$ cat src/hw/stepper_map.svh
// Register offsets, field positions, reset values and timing counts.
// Assumes inclusion by the stepper drive package and design files only.
`ifndef STEPPER_MAP_SVH
`define STEPPER_MAP_SVH
`define SD_DW            16
`define SD_AW            5
`define SD_A_CTRL        5'h00
`define SD_A_SPEED       5'h01
`define SD_A_DRIVE       5'h02
`define SD_A_DSLOPE      5'h03
`define SD_A_DOFFS       5'h04
`define SD_A_PSLOPE      5'h05
`define SD_A_DMIN        5'h06
`define SD_A_DMAX        5'h07
`define SD_A_RUNTHR      5'h08
`define SD_A_STOPTHR     5'h09
`define SD_A_DAC         5'h0a
`define SD_A_STATUS      5'h0b
`define SD_A_IRQSTAT     5'h0c
`define SD_A_IRQMASK     5'h0d
`define SD_LUT_BIT       4
`define SD_F_MODE        0
`define SD_F_GRAN        2
`define SD_F_DIR         4
`define SD_F_LOOP        5
`define SD_F_SRC         6
`define SD_IRQ_STEP      0
`define SD_IRQ_TRIP      1
`define SD_IRQ_START     2
`define SD_IRQ_STOP      3
`define SD_RST_DSLOPE    8'h80
`define SD_RST_PSLOPE    16'h1000
`define SD_RST_DMAX      8'hff
`define SD_RST_RUNTHR    8'h08
`define SD_RST_STOPTHR   8'h05
`define SD_RST_DAC       5'h01
`define SD_STEP_UNIT     7'h10
`define SD_CLK_HZ        200000000
`define SD_OSC_HZ        32000000
`define SD_SYS_DIV       4
`define SD_PRESCALE      8
`define SD_TICK_CYC      (`SD_CLK_HZ / (`SD_OSC_HZ / `SD_SYS_DIV / `SD_PRESCALE))
`endif

$ cat src/hw/stepper_pkg.sv
// Types shared by the stepper drive control.
// Assumes the map header for all numeric constants.
package stepper_pkg;
    // Commutation pattern, as coded in the control register.
    typedef enum logic [1:0] {
        MODE_WAVE  = 2'h0,
        MODE_FULL  = 2'h1,
        MODE_HALF  = 2'h2,
        MODE_MICRO = 2'h3
    } step_mode_e;
    // Run/stop state of the commutation engine.
    typedef enum logic [1:0] {
        ST_STOP = 2'b01,
        ST_RUN  = 2'b10
    } run_state_e;
endpackage : stepper_pkg

$ cat src/hw/stepper_drive.sv
// Unipolar stepper drive control: speed to duty and period, sequencing, chopping.
// Assumes synchronous inputs on mclk_i and a master that never waits.
// Function
// (RQ1) Speed request is unsigned 8 bits, 0..255.
// (RQ2) Duty equals slope times speed plus offset.
// (RQ3) Period equals scaling constant over speed.
// (RQ4) Closed loop drives duty and rate together.
// (RQ5) Wave, full, half and microstep patterns.
// (RQ6) Microstep 1:4, 1:8, 1:16 from table.
// (RQ7) Direction reverses sequence; loop mode selectable.
// (RQ8) Duty clamped between minimum and maximum.
// (RQ9) Separate run and stop thresholds form hysteresis.
// (RQ10) Start above run, stop below stop.
// (RQ11) Switches advance rotor one step position.
// (RQ12) Four switch outputs, each own PWM.
// (RQ13) Comparator trip blanks PWM, auto restart.
// (RQ14) Chop threshold from 5-bit reference level.
// (RQ15) Speed from host value or potentiometer.
// (RQ16) Timer ticks at oscillator/4, prescaled by 8.
// (RQ17) Zero speed holds present step position.
`timescale 1ns/1ps
`include "stepper_map.svh"
module stepper_drive (
    input  wire logic              mclk_i,      // System clock.
    input  wire logic              reset_n_i,   // Asynchronous reset, active low.
    input  wire logic [`SD_AW-1:0] addr_i,      // Register address.
    input  wire logic [`SD_DW-1:0] wdata_i,     // Register write data.
    input  wire logic              wr_i,        // Write strobe.
    input  wire logic              rd_i,        // Read strobe.
    output logic      [`SD_DW-1:0] rdata_o,     // Read data, one cycle after the strobe.
    input  wire logic [7:0]        pot_level_i, // Digitised potentiometer reading.
    input  wire logic              chop_trip_i, // Current comparator output, high on trip.
    output logic      [4:0]        dac_level_o, // Chop reference level, 1/32 steps.
    output logic      [3:0]        sw_o,        // Winding-end switches W, X, Y, Z.
    output logic                   irq_o        // Level interrupt.
);
    // ****************************************************************
    // Register file
    // ****************************************************************
    logic [`SD_DW-1:0] ctrl;          // Mode, granularity, direction, loop, source.
    logic [7:0]        speed_host;    // Host-written speed request.
    logic [7:0]        drive_host;    // Open-loop drive level.
    logic [7:0]        duty_slope;    // Duty slope, 0.8 fixed point.
    logic [7:0]        duty_offs;     // Minimum duty offset.
    logic [15:0]       period_slope_constant; // Period scaling constant.
    logic [7:0]        duty_min;      // Lower duty clamp.
    logic [7:0]        duty_max;      // Upper duty clamp.
    logic [7:0]        run_thr;       // Start threshold.
    logic [7:0]        stop_thr;      // Stop threshold.
    logic [3:0]        irq_stat;      // Sticky event bits.
    logic [3:0]        irq_mask;      // Interrupt enables.
    logic [7:0]        lut [16];      // Microstep drive levels.
    logic [3:0]        events;        // Event pulses of this cycle.
    logic              wr_sel;        // Write to the control bank.
    // Core state, declared here for the status read.
    stepper_pkg::run_state_e run_state; // Run/stop state.
    logic [5:0]        pos;           // Electrical position, 16 units per step.
    logic [7:0]        duty;          // Clamped duty in force.
    logic              chopped;       // PWM blanked by a trip.
    assign wr_sel = wr_i && !addr_i[`SD_LUT_BIT];

    // Control registers written by software.
    always_ff @(posedge mclk_i or negedge reset_n_i) begin
        if (!reset_n_i) begin
            ctrl                  <= 16'h0000;
            speed_host            <= 8'h00;
            drive_host            <= 8'h00;
            duty_slope            <= `SD_RST_DSLOPE;
            duty_offs             <= 8'h00;
            period_slope_constant <= `SD_RST_PSLOPE;
            duty_min              <= 8'h00;
            duty_max              <= `SD_RST_DMAX;
            run_thr               <= `SD_RST_RUNTHR;
            stop_thr              <= `SD_RST_STOPTHR;
            dac_level_o           <= `SD_RST_DAC;
            irq_mask              <= 4'h0;
        end else if (wr_sel) begin
            unique case (addr_i)
                `SD_A_CTRL:    ctrl                  <= wdata_i;
                `SD_A_SPEED:   speed_host            <= wdata_i[7:0];
                `SD_A_DRIVE:   drive_host            <= wdata_i[7:0];
                `SD_A_DSLOPE:  duty_slope            <= wdata_i[7:0];
                `SD_A_DOFFS:   duty_offs             <= wdata_i[7:0];
                `SD_A_PSLOPE:  period_slope_constant <= wdata_i;
                `SD_A_DMIN:    duty_min              <= wdata_i[7:0];
                `SD_A_DMAX:    duty_max              <= wdata_i[7:0];
                `SD_A_RUNTHR:  run_thr               <= wdata_i[7:0];
                `SD_A_STOPTHR: stop_thr              <= wdata_i[7:0];
                `SD_A_DAC:     dac_level_o           <= wdata_i[4:0]; // RQ14
                `SD_A_IRQMASK: irq_mask              <= wdata_i[3:0];
                default: ;
            endcase
        end
    end

    // Microstep table, loaded through the upper address window.
    always_ff @(posedge mclk_i or negedge reset_n_i) begin
        if (!reset_n_i) begin
            for (int i = 0; i < 16; i++) begin
                lut[i] <= 8'h00;
            end
        end else if (wr_i && addr_i[`SD_LUT_BIT]) begin
            lut[addr_i[3:0]] <= wdata_i[7:0]; // RQ6
        end
    end

    // Sticky status: a new event wins over a write-one-to-clear.
    always_ff @(posedge mclk_i or negedge reset_n_i) begin
        if (!reset_n_i) begin
            irq_stat <= 4'h0;
        end else begin
            irq_stat <= (irq_stat & ~((wr_sel && addr_i == `SD_A_IRQSTAT) ? wdata_i[3:0] : 4'h0)) | events;
        end
    end
    assign irq_o = |(irq_stat & irq_mask);

    // Read data stand only in the cycle after the strobe.
    always_ff @(posedge mclk_i or negedge reset_n_i) begin
        if (!reset_n_i) begin
            rdata_o <= 16'h0000;
        end else if (!rd_i) begin
            rdata_o <= 16'h0000;
        end else if (addr_i[`SD_LUT_BIT]) begin
            rdata_o <= {8'h00, lut[addr_i[3:0]]};
        end else begin
            unique case (addr_i)
                `SD_A_CTRL:    rdata_o <= ctrl;
                `SD_A_SPEED:   rdata_o <= {8'h00, speed_host};
                `SD_A_DRIVE:   rdata_o <= {8'h00, drive_host};
                `SD_A_DSLOPE:  rdata_o <= {8'h00, duty_slope};
                `SD_A_DOFFS:   rdata_o <= {8'h00, duty_offs};
                `SD_A_PSLOPE:  rdata_o <= period_slope_constant;
                `SD_A_DMIN:    rdata_o <= {8'h00, duty_min};
                `SD_A_DMAX:    rdata_o <= {8'h00, duty_max};
                `SD_A_RUNTHR:  rdata_o <= {8'h00, run_thr};
                `SD_A_STOPTHR: rdata_o <= {8'h00, stop_thr};
                `SD_A_DAC:     rdata_o <= {11'h000, dac_level_o};
                `SD_A_STATUS:  rdata_o <= {duty, pos, chopped, run_state == stepper_pkg::ST_RUN};
                `SD_A_IRQSTAT: rdata_o <= {12'h000, irq_stat};
                `SD_A_IRQMASK: rdata_o <= {12'h000, irq_mask};
                default:       rdata_o <= 16'h0000;
            endcase
        end
    end

    // ****************************************************************
    // Speed to duty and period
    // ****************************************************************
    stepper_pkg::step_mode_e mode; // Selected pattern.
    logic [7:0]  speed_req;        // Speed request in force.
    logic [15:0] slope_prod;       // Slope times speed.
    logic [8:0]  duty_raw;         // Linear duty before clamping.
    logic [8:0]  duty_src;         // Duty before clamping, per loop mode.
    logic [7:0]  next_duty;        // Clamped duty.
    logic [15:0] period;           // Timer counts per commutation.
    assign mode       = stepper_pkg::step_mode_e'(ctrl[`SD_F_MODE +: 2]);
    assign speed_req  = ctrl[`SD_F_SRC] ? pot_level_i : speed_host; // RQ15 RQ1
    assign slope_prod = duty_slope * speed_req;
    assign duty_raw   = {1'b0, slope_prod[15:8]} + {1'b0, duty_offs}; // RQ2
    // Closed loop follows the speed; open loop takes the host drive level.
    assign duty_src   = ctrl[`SD_F_LOOP] ? duty_raw : {1'b0, drive_host}; // RQ4 RQ7
    // Zero speed is never divided; it holds position instead.
    assign period     = (speed_req == 8'h00) ? 16'hffff : period_slope_constant / {8'h00, speed_req}; // RQ3

    // Clamp to the configured limits.
    always_comb begin
        if (duty_src > {1'b0, duty_max}) begin
            next_duty = duty_max; // RQ8
        end else if (duty_src < {1'b0, duty_min}) begin
            next_duty = duty_min; // RQ8
        end else begin
            next_duty = duty_src[7:0];
        end
    end

    // Duty register.
    always_ff @(posedge mclk_i or negedge reset_n_i) begin
        if (!reset_n_i) begin
            duty <= 8'h00;
        end else begin
            duty <= next_duty;
        end
    end

    // ****************************************************************
    // Run/stop hysteresis
    // ****************************************************************
    always_ff @(posedge mclk_i or negedge reset_n_i) begin
        if (!reset_n_i) begin
            run_state <= stepper_pkg::ST_STOP;
        end else begin
            unique case (run_state)
                stepper_pkg::ST_STOP: if (duty > run_thr) run_state <= stepper_pkg::ST_RUN;   // RQ9 RQ10
                stepper_pkg::ST_RUN:  if (duty < stop_thr) run_state <= stepper_pkg::ST_STOP; // RQ9 RQ10
                default:              run_state <= stepper_pkg::ST_STOP;
            endcase
        end
    end

    // ****************************************************************
    // Commutation timer
    // ****************************************************************
    logic [7:0]  tick_cnt;  // Prescaler to the timer rate.
    logic        tick;      // One pulse per timer count.
    logic [15:0] step_cnt;  // Timer counts in this commutation.
    logic        step_adv;  // Advance pulse.
    logic [6:0]  inc;       // Position increment per advance.
    assign tick     = (tick_cnt == 8'(`SD_TICK_CYC - 1));
    assign step_adv = tick && (step_cnt >= period) && (run_state == stepper_pkg::ST_RUN)
                      && (speed_req != 8'h00); // RQ10 RQ17

    // Prescaler from the system clock to the timer count rate.
    always_ff @(posedge mclk_i or negedge reset_n_i) begin
        if (!reset_n_i) begin
            tick_cnt <= 8'h00;
        end else begin
            tick_cnt <= tick ? 8'h00 : tick_cnt + 8'h01; // RQ16
        end
    end

    // Counts timer ticks; restarts on every advance.
    always_ff @(posedge mclk_i or negedge reset_n_i) begin
        if (!reset_n_i) begin
            step_cnt <= 16'h0000;
        end else if (step_adv) begin
            step_cnt <= 16'h0001;
        end else if (tick && step_cnt != 16'hffff) begin
            step_cnt <= step_cnt + 16'h0001;
        end
    end

    // Full, wave and half use whole or half steps; micro uses the granularity.
    always_comb begin
        unique case (mode)
            stepper_pkg::MODE_HALF:  inc = `SD_STEP_UNIT >> 1;
            stepper_pkg::MODE_MICRO: inc = (ctrl[`SD_F_GRAN +: 2] == 2'h0) ? (`SD_STEP_UNIT >> 2)
                                         : (ctrl[`SD_F_GRAN +: 2] == 2'h1) ? (`SD_STEP_UNIT >> 3)
                                         : (`SD_STEP_UNIT >> 4); // RQ6
            default:                 inc = `SD_STEP_UNIT;
        endcase
    end

    // Position advances forward or back; it stays put at zero speed.
    always_ff @(posedge mclk_i or negedge reset_n_i) begin
        if (!reset_n_i) begin
            pos <= 6'h00;
        end else if (step_adv) begin
            pos <= ctrl[`SD_F_DIR] ? pos - inc[5:0] : pos + inc[5:0]; // RQ7 RQ11
        end
    end

    // ****************************************************************
    // Pattern and PWM
    // ****************************************************************
    // Level of one end (0 W, 1 X, 2 Y, 3 Z) as a fraction of 255.
    function automatic logic [7:0] end_level(input stepper_pkg::step_mode_e m,
                                             input logic [5:0] p, input logic [1:0] e,
                                             input logic [7:0] c, input logic [7:0] s);
        logic [3:0] on;
        logic [7:0] a, b;
        on = 4'h0;
        a  = p[4] ? s : c;
        b  = p[4] ? c : s;
        unique case (m) // RQ5
            stepper_pkg::MODE_WAVE: begin
                // W, Y, X, Z in turn.
                on = (p[5:4] == 2'h0) ? 4'b0001 : (p[5:4] == 2'h1) ? 4'b0100
                   : (p[5:4] == 2'h2) ? 4'b0010 : 4'b1000;
            end
            stepper_pkg::MODE_FULL: begin
                // WY, YX, XZ, ZW in turn.
                on = (p[5:4] == 2'h0) ? 4'b0101 : (p[5:4] == 2'h1) ? 4'b0110
                   : (p[5:4] == 2'h2) ? 4'b1010 : 4'b1001;
            end
            stepper_pkg::MODE_HALF: begin
                // Wave and full positions interleaved.
                on = (p[5:3] == 3'h0) ? 4'b0001 : (p[5:3] == 3'h1) ? 4'b0101
                   : (p[5:3] == 3'h2) ? 4'b0100 : (p[5:3] == 3'h3) ? 4'b0110
                   : (p[5:3] == 3'h4) ? 4'b0010 : (p[5:3] == 3'h5) ? 4'b1010
                   : (p[5:3] == 3'h6) ? 4'b1000 : 4'b1001;
            end
            default: begin
                // Phase A on W/X, phase B on Y/Z, sign by quadrant.
                on = {~p[5], p[5], p[5] ^ p[4], ~(p[5] ^ p[4])};
            end
        endcase
        // Off ends carry nothing; wave, full and half modes drive an on end fully.
        return !on[e] ? 8'h00 : (m != stepper_pkg::MODE_MICRO) ? 8'hff : e[1] ? b : a;
    endfunction : end_level

    logic [7:0] pwm_cnt;   // PWM ramp.
    logic [7:0] cos_lvl;   // Table level at this microstep.
    logic [7:0] sin_lvl;   // Table level at the mirrored microstep.
    logic       trip_prev; // Comparator level one cycle ago.
    assign cos_lvl = lut[pos[3:0]];
    assign sin_lvl = lut[~pos[3:0]];

    // Free-running PWM ramp.
    always_ff @(posedge mclk_i or negedge reset_n_i) begin
        if (!reset_n_i) begin
            pwm_cnt <= 8'h00;
        end else begin
            pwm_cnt <= pwm_cnt + 8'h01;
        end
    end

    // A trip blanks the PWM until a period start with the comparator clear.
    always_ff @(posedge mclk_i or negedge reset_n_i) begin
        if (!reset_n_i) begin
            chopped   <= 1'b0;
            trip_prev <= 1'b0;
        end else begin
            trip_prev <= chop_trip_i;
            if (chop_trip_i) begin
                chopped <= 1'b1; // RQ13
            end else if (pwm_cnt == 8'hff) begin
                chopped <= 1'b0; // RQ13
            end
        end
    end

    // Four ends, each with its own duty and compare.
    for (genvar g = 0; g < 4; g++) begin : g_end
        logic [15:0] scaled; // Duty scaled by the end level.
        assign scaled = duty * end_level(mode, pos, 2'(g), cos_lvl, sin_lvl); // RQ11
        always_ff @(posedge mclk_i or negedge reset_n_i) begin
            if (!reset_n_i) begin
                sw_o[g] <= 1'b0;
            end else begin
                sw_o[g] <= (pwm_cnt < scaled[15:8]) && !chop_trip_i && !chopped; // RQ12 RQ13
            end
        end
    end

    // Step, trip, start and stop events.
    assign events = {run_state == stepper_pkg::ST_RUN && duty < stop_thr,
                     run_state == stepper_pkg::ST_STOP && duty > run_thr,
                     chop_trip_i && !trip_prev, step_adv};

    // ****************************************************************
    // Checks
    // ****************************************************************
    a_trip_blanks_pwm: assert property (@(posedge mclk_i) disable iff (!reset_n_i) // RQ13
        chop_trip_i |=> sw_o == 4'h0) else $error("switch on after trip");
    a_trip_restart: assert property (@(posedge mclk_i) disable iff (!reset_n_i) // RQ13
        (chopped && !chop_trip_i && pwm_cnt == 8'hff) |=> !chopped) else $error("no restart");
    a_duty_clamped: assert property (@(posedge mclk_i) disable iff (!reset_n_i) // RQ8
        (duty_min <= duty_max) |=> (duty <= $past(duty_max) && duty >= $past(duty_min)))
        else $error("duty outside limits");
    a_closed_duty_formula: assert property (@(posedge mclk_i) disable iff (!reset_n_i) // RQ2
        (ctrl[`SD_F_LOOP] && duty_raw <= {1'b0, duty_max} && duty_raw >= {1'b0, duty_min})
        |=> duty == $past(duty_raw[7:0])) else $error("duty formula");
    a_run_start: assert property (@(posedge mclk_i) disable iff (!reset_n_i) // RQ10
        (run_state == stepper_pkg::ST_STOP && duty > run_thr) |=> run_state == stepper_pkg::ST_RUN)
        else $error("no start");
    a_run_stop: assert property (@(posedge mclk_i) disable iff (!reset_n_i) // RQ10
        (run_state == stepper_pkg::ST_RUN && duty < stop_thr) |=> run_state == stepper_pkg::ST_STOP)
        else $error("no stop");
    a_zero_speed_hold: assert property (@(posedge mclk_i) disable iff (!reset_n_i) // RQ17
        (speed_req == 8'h00) |=> pos == $past(pos)) else $error("moved at zero speed");
    a_dir_sequence: assert property (@(posedge mclk_i) disable iff (!reset_n_i) // RQ7
        (step_adv && ctrl[`SD_F_DIR]) |=> pos == 6'($past(pos) - $past(inc[5:0])))
        else $error("reverse step wrong");
    a_wave_single_end: assert property (@(posedge mclk_i) disable iff (!reset_n_i) // RQ5
        (mode == stepper_pkg::MODE_WAVE) |=> $countones(sw_o) <= 1) else $error("wave overlap");
    a_tick_spacing: assert property (@(posedge mclk_i) disable iff (!reset_n_i) // RQ16
        tick |=> !tick [*8]) else $error("tick too early");
endmodule : stepper_drive

$ cat config.mk
export PLATFORM = sky130hd
export DESIGN_NAME = stepper_drive
export DESIGN_NICKNAME = d
export VERILOG_FILES = /design/src/hw/stepper_pkg.sv /design/src/hw/stepper_drive.sv
export VERILOG_INCLUDE_DIRS = /design/src /design/src/hw
export SDC_FILE = /design/constraint.sdc
export NUM_CORES = 2
export LEC_CHECK = 0
export BUFFER_PORTS_ARGS = -buffer_cell sky130_fd_sc_hd__buf_2
export CAP_MARGIN = 20
export CORE_UTILIZATION = 28
export CTS_CLUSTER_DIAMETER = 80
export DETAILED_ROUTE_END_ITERATION = 16
export PLACE_DENSITY = 0.48
export RECOVER_POWER = 100
export SLEW_MARGIN = 20
export SYNTH_ARGS = -nofsm -noshare
export SYNTH_HDL_FRONTEND = slang
export SYNTH_SLANG_ARGS = --single-unit
$ cat constraint.sdc
create_clock -name mclk_i -period 73.5 [get_ports mclk_i]
set_clock_uncertainty 0.15 [all_clocks]
set_input_delay 3.675 -clock mclk_i [delete_from_list [all_inputs] [get_ports mclk_i]]
set_output_delay 3.675 -clock mclk_i [all_outputs]
set_load 0.01 [all_outputs]
==> impl_metrics.env <==
export IMPL_root_buffer="clkbuf_16"
export IMPL_drive_gt1_share_pct=17.7
export IMPL_antenna_found_initial=9
export IMPL_yosysWarnings=0
export IMPL_rows=124
export IMPL_status="finished, violations left"
export IMPL_rsz0062_at_grt="no"
export IMPL_cp_slowest_cell="a2111oi_0"
export IMPL_r2r_slack_ns=32.37
export IMPL_worst_pin_slew_ns=6.06
export IMPL_grt_pass1_vias=24200
export IMPL_design_area_um2=35700
export IMPL_avgSynthCellArea_um2=10.1
export IMPL_maxCapViolCount=8
export IMPL_route_vias_total=24400
export IMPL_drc=12
export IMPL_violations="DRC, capacitance limit, slew limit"
export IMPL_synthCells=3234
export IMPL_wl_mm=94.8
export IMPL_synth_largest_area_cell="dfrtp_1"
export IMPL_ys_flop_type="dfrtp_1"
export IMPL_hold_violations=0
export IMPL_ios=60
export IMPL_max_stage_delay_ns=1.16
export IMPL_fmax_mhz=23.1
export IMPL_min_period_ns=43.38
export IMPL_synth_edf_count=0
export IMPL_relSlewSlack_pct=-304
export IMPL_crit_path_end="step_cnt[15]"
export IMPL_holdWs_ns=0.315
export IMPL_crit_top_cell="o21a_1"
export IMPL_hp_class="flop to flop"
export IMPL_gp_congestion=0.846
export IMPL_crit_path_max_fanout=18
export IMPL_nets=3804
export IMPL_routedWlPerCell_um=19.9
export IMPL_die_y_um=343
export IMPL_grt_pass1_wl_mm=148
export IMPL_io_buffers=59
export IMPL_period_share_pct=59.0
export IMPL_drtAntennaViolNets=0
export IMPL_first_pass_iters=14
export IMPL_cp_end_kind="flop"
export IMPL_path_class="input pin to flop"
export IMPL_syn_cell_area_um2=32500
export IMPL_finalMaxSlewViolations=436
export IMPL_post_cts_buffers=0
export IMPL_htree_levels=2
export IMPL_rr_worst_depth=156
export IMPL_clock_path_buffers=3
export IMPL_numCtsBuffers=38
export IMPL_drtIter0Drc=1723
export IMPL_ctsHoldBuffers=0
export IMPL_fin_setup_tns_ns=0
export IMPL_reg2reg_to="step_cnt[15]"
export IMPL_synth_seq_area_share_pct=23.7
export IMPL_grt_overflow_total=0
export IMPL_reg2reg_from="ctrl[6]"
export IMPL_yosysTopAreaCellShare_pct=22.5
export IMPL_areaGrowthSynthToFinish_pct=9.68
export IMPL_start_util_pct=28.3
export IMPL_synth_area_leaders="dfrtp_1, ha_1, fa_1"
export IMPL_grt_usage_pct=16.2
export IMPL_core_area_um2=115000
export IMPL_async_flop_share_pct=100
export IMPL_worst_ep_arrival_time_ns=43.64
export IMPL_clock_latency_ns=0.59
export IMPL_synth_nets=3807
export IMPL_setup_ws_ns=30.12
export IMPL_grt_max_degree=105
export IMPL_viasPerCell=5.11
export IMPL_place_area_um2=34500
export IMPL_die_area_um2=118000
export IMPL_startpoint="pot_level_i[0]"
export IMPL_hpwl_mm=69.5
export IMPL_cts_sinks=307
export IMPL_setup_viol=0
export IMPL_required_ns=73.75
export IMPL_ys_ff_latch=307
export IMPL_cts_resized=0
export IMPL_chipWidth_um=343
export IMPL_preCtsSetupSlack_ns=33.67
export IMPL_cp_start_kind="input pin"
export IMPL_tritoncts="done"
export IMPL_ys_types=97
export IMPL_cts_clk_slew_worst_paths_ns=0.06
-- final cells by class --
cell class                      count  area, um2
Antenna cell                        2       5.00
Clock buffer                       50       1090
Clock inverter                     20        299
Fill cell                       11900      79100
Inverter                          287       1080
Multi-Input combinational cell   2496      23100
Sequential cell                   307       7700
Tap cell                         1512       1890
Timing Repair Buffer              101        507
-- worst max-delay path: cells and delay by family --
family	cells	cell delay (ns)
and+or+nand+nor	34	7.84
muxes	5	1.76
buffers and inverters	5	1.35
AOI/OAI and AO/OA	95	23.74
xor gates and xnor gates	1	0.16
adders and majority gates	17	5.04
-- state kept, by name, summed over array words and instances, names as in the netlist, 6 cells and up --
signal                 count
ctrl                      16
drive_host                 8
duty                       8
duty_max                   8
duty_min                   8
duty_offs                  8
duty_slope                 8
lut                      128
period_slope_constant     16
pos                        6
pwm_cnt                    8
rdata_o                   16
run_thr                    8
speed_host                 8
step_cnt                  16
stop_thr                   8
tick_cnt                   8
-- Yosys cell counts, types with 12 or more instances --
cell	instances
ha_1	362
dfrtp_1	292
nand2_1	291
inv_1	286
mux2_2	275
nor2_1	182
fa_1	177
and2_1	141
clkbuf_1	120
mux4_2	120
a21oi_1	107
nor3_1	88
o21ai_0	85
o21a_1	71
a21o_1	60
xnor2_1	59
nand3_1	44
xor2_1	42
a22oi_1	38
nand2b_1	37
nor2b_1	32
and3_1	30
buf_1	19
or2_2	19
nand4_1	18
mux2i_1	17
o211ai_1	16
dfstp_2	15
or3_1	15
a222oi_1	12
-- worst min path at each step --
stage,startpoint,endpoint,depth (start not counted)
3_3_place_gp,tick_cnt[0],tick_cnt[0],1
3_5_place_dp,tick_cnt[0],tick_cnt[0],1
5_1_grt,tick_cnt[0],tick_cnt[0],1
4_1_cts,tick_cnt[0],tick_cnt[0],1
2_1_floorplan,trip_prev,irq_stat[1],1
6_report,tick_cnt[0],tick_cnt[0],1
-- logic make-up after synthesis --
family | count (synthesis) | synth area share (%)
AND/OR/NAND/NOR | 933 | 14.1
adder cells (fa/ha/maj) | 539 | 24.8
AO/OA/AOI/OAI | 503 | 10.9
buffers and inverters | 431 | 5.00
multiplexers | 420 | 18.7
flip-flops | 307 | 23.7
XOR/XNOR | 101 | 2.72
-- layer usage --
metal | vias up | part of all wire, % | routed length (um) | GRT usage (%)
li1 | 11400 | - | - | -
met1 | 12200 | 49 | 46200 | 23.9
met2 | 594 | 43 | 41200 | 24.7
met3 | 102 | 6.0 | 5670 | 2.89
met4 | 4 | 1.8 | 1700 | 3.18
met5 | - | 0.030 | 28 | 0
-- cell usage in the layout (no fill, tap or decap), types with 16 or more instances in the layout --
cell | synthesis | final
buf_4 | 1 | 24
clkbuf_1 | 120 | 50
dfrtp_1 | 292 | 291
nand2_1 | 291 | 292
xor2_1 | 42 | 42
nor2_1 | 182 | 182
clkbuf_16 | 0 | 38
and3_1 | 30 | 30
buf_2 | 4 | 30
and2_1 | 141 | 136
inv_1 | 286 | 286
ha_1 | 362 | 362
nand2b_1 | 37 | 37
o211ai_1 | 16 | 17
mux2i_1 | 17 | 16
nor2b_1 | 32 | 32
a22oi_1 | 38 | 39
o21a_1 | 71 | 71
o21ai_0 | 85 | 86
nor3_1 | 88 | 89
xnor2_1 | 59 | 59
a21o_1 | 60 | 61
mux2_2 | 275 | 271
nand3_1 | 44 | 45
fa_1 | 177 | 177
mux4_2 | 120 | 120
nand4_1 | 18 | 18
or2_2 | 19 | 19
a21oi_1 | 107 | 107
-- metrics by stage --
stage                     utilization (%)  std cells
after detailed placement             30.1       4703
final                                31.1       4775
after floorplan                         -       3234
after CTS                            31.3       4773
after global routing                 31.1       4773
after global placement               30.1       4703
Power is left out: the tool's default activity adds up to more than one toggle a clock period on the data nets, which glitch-free logic cannot reach.
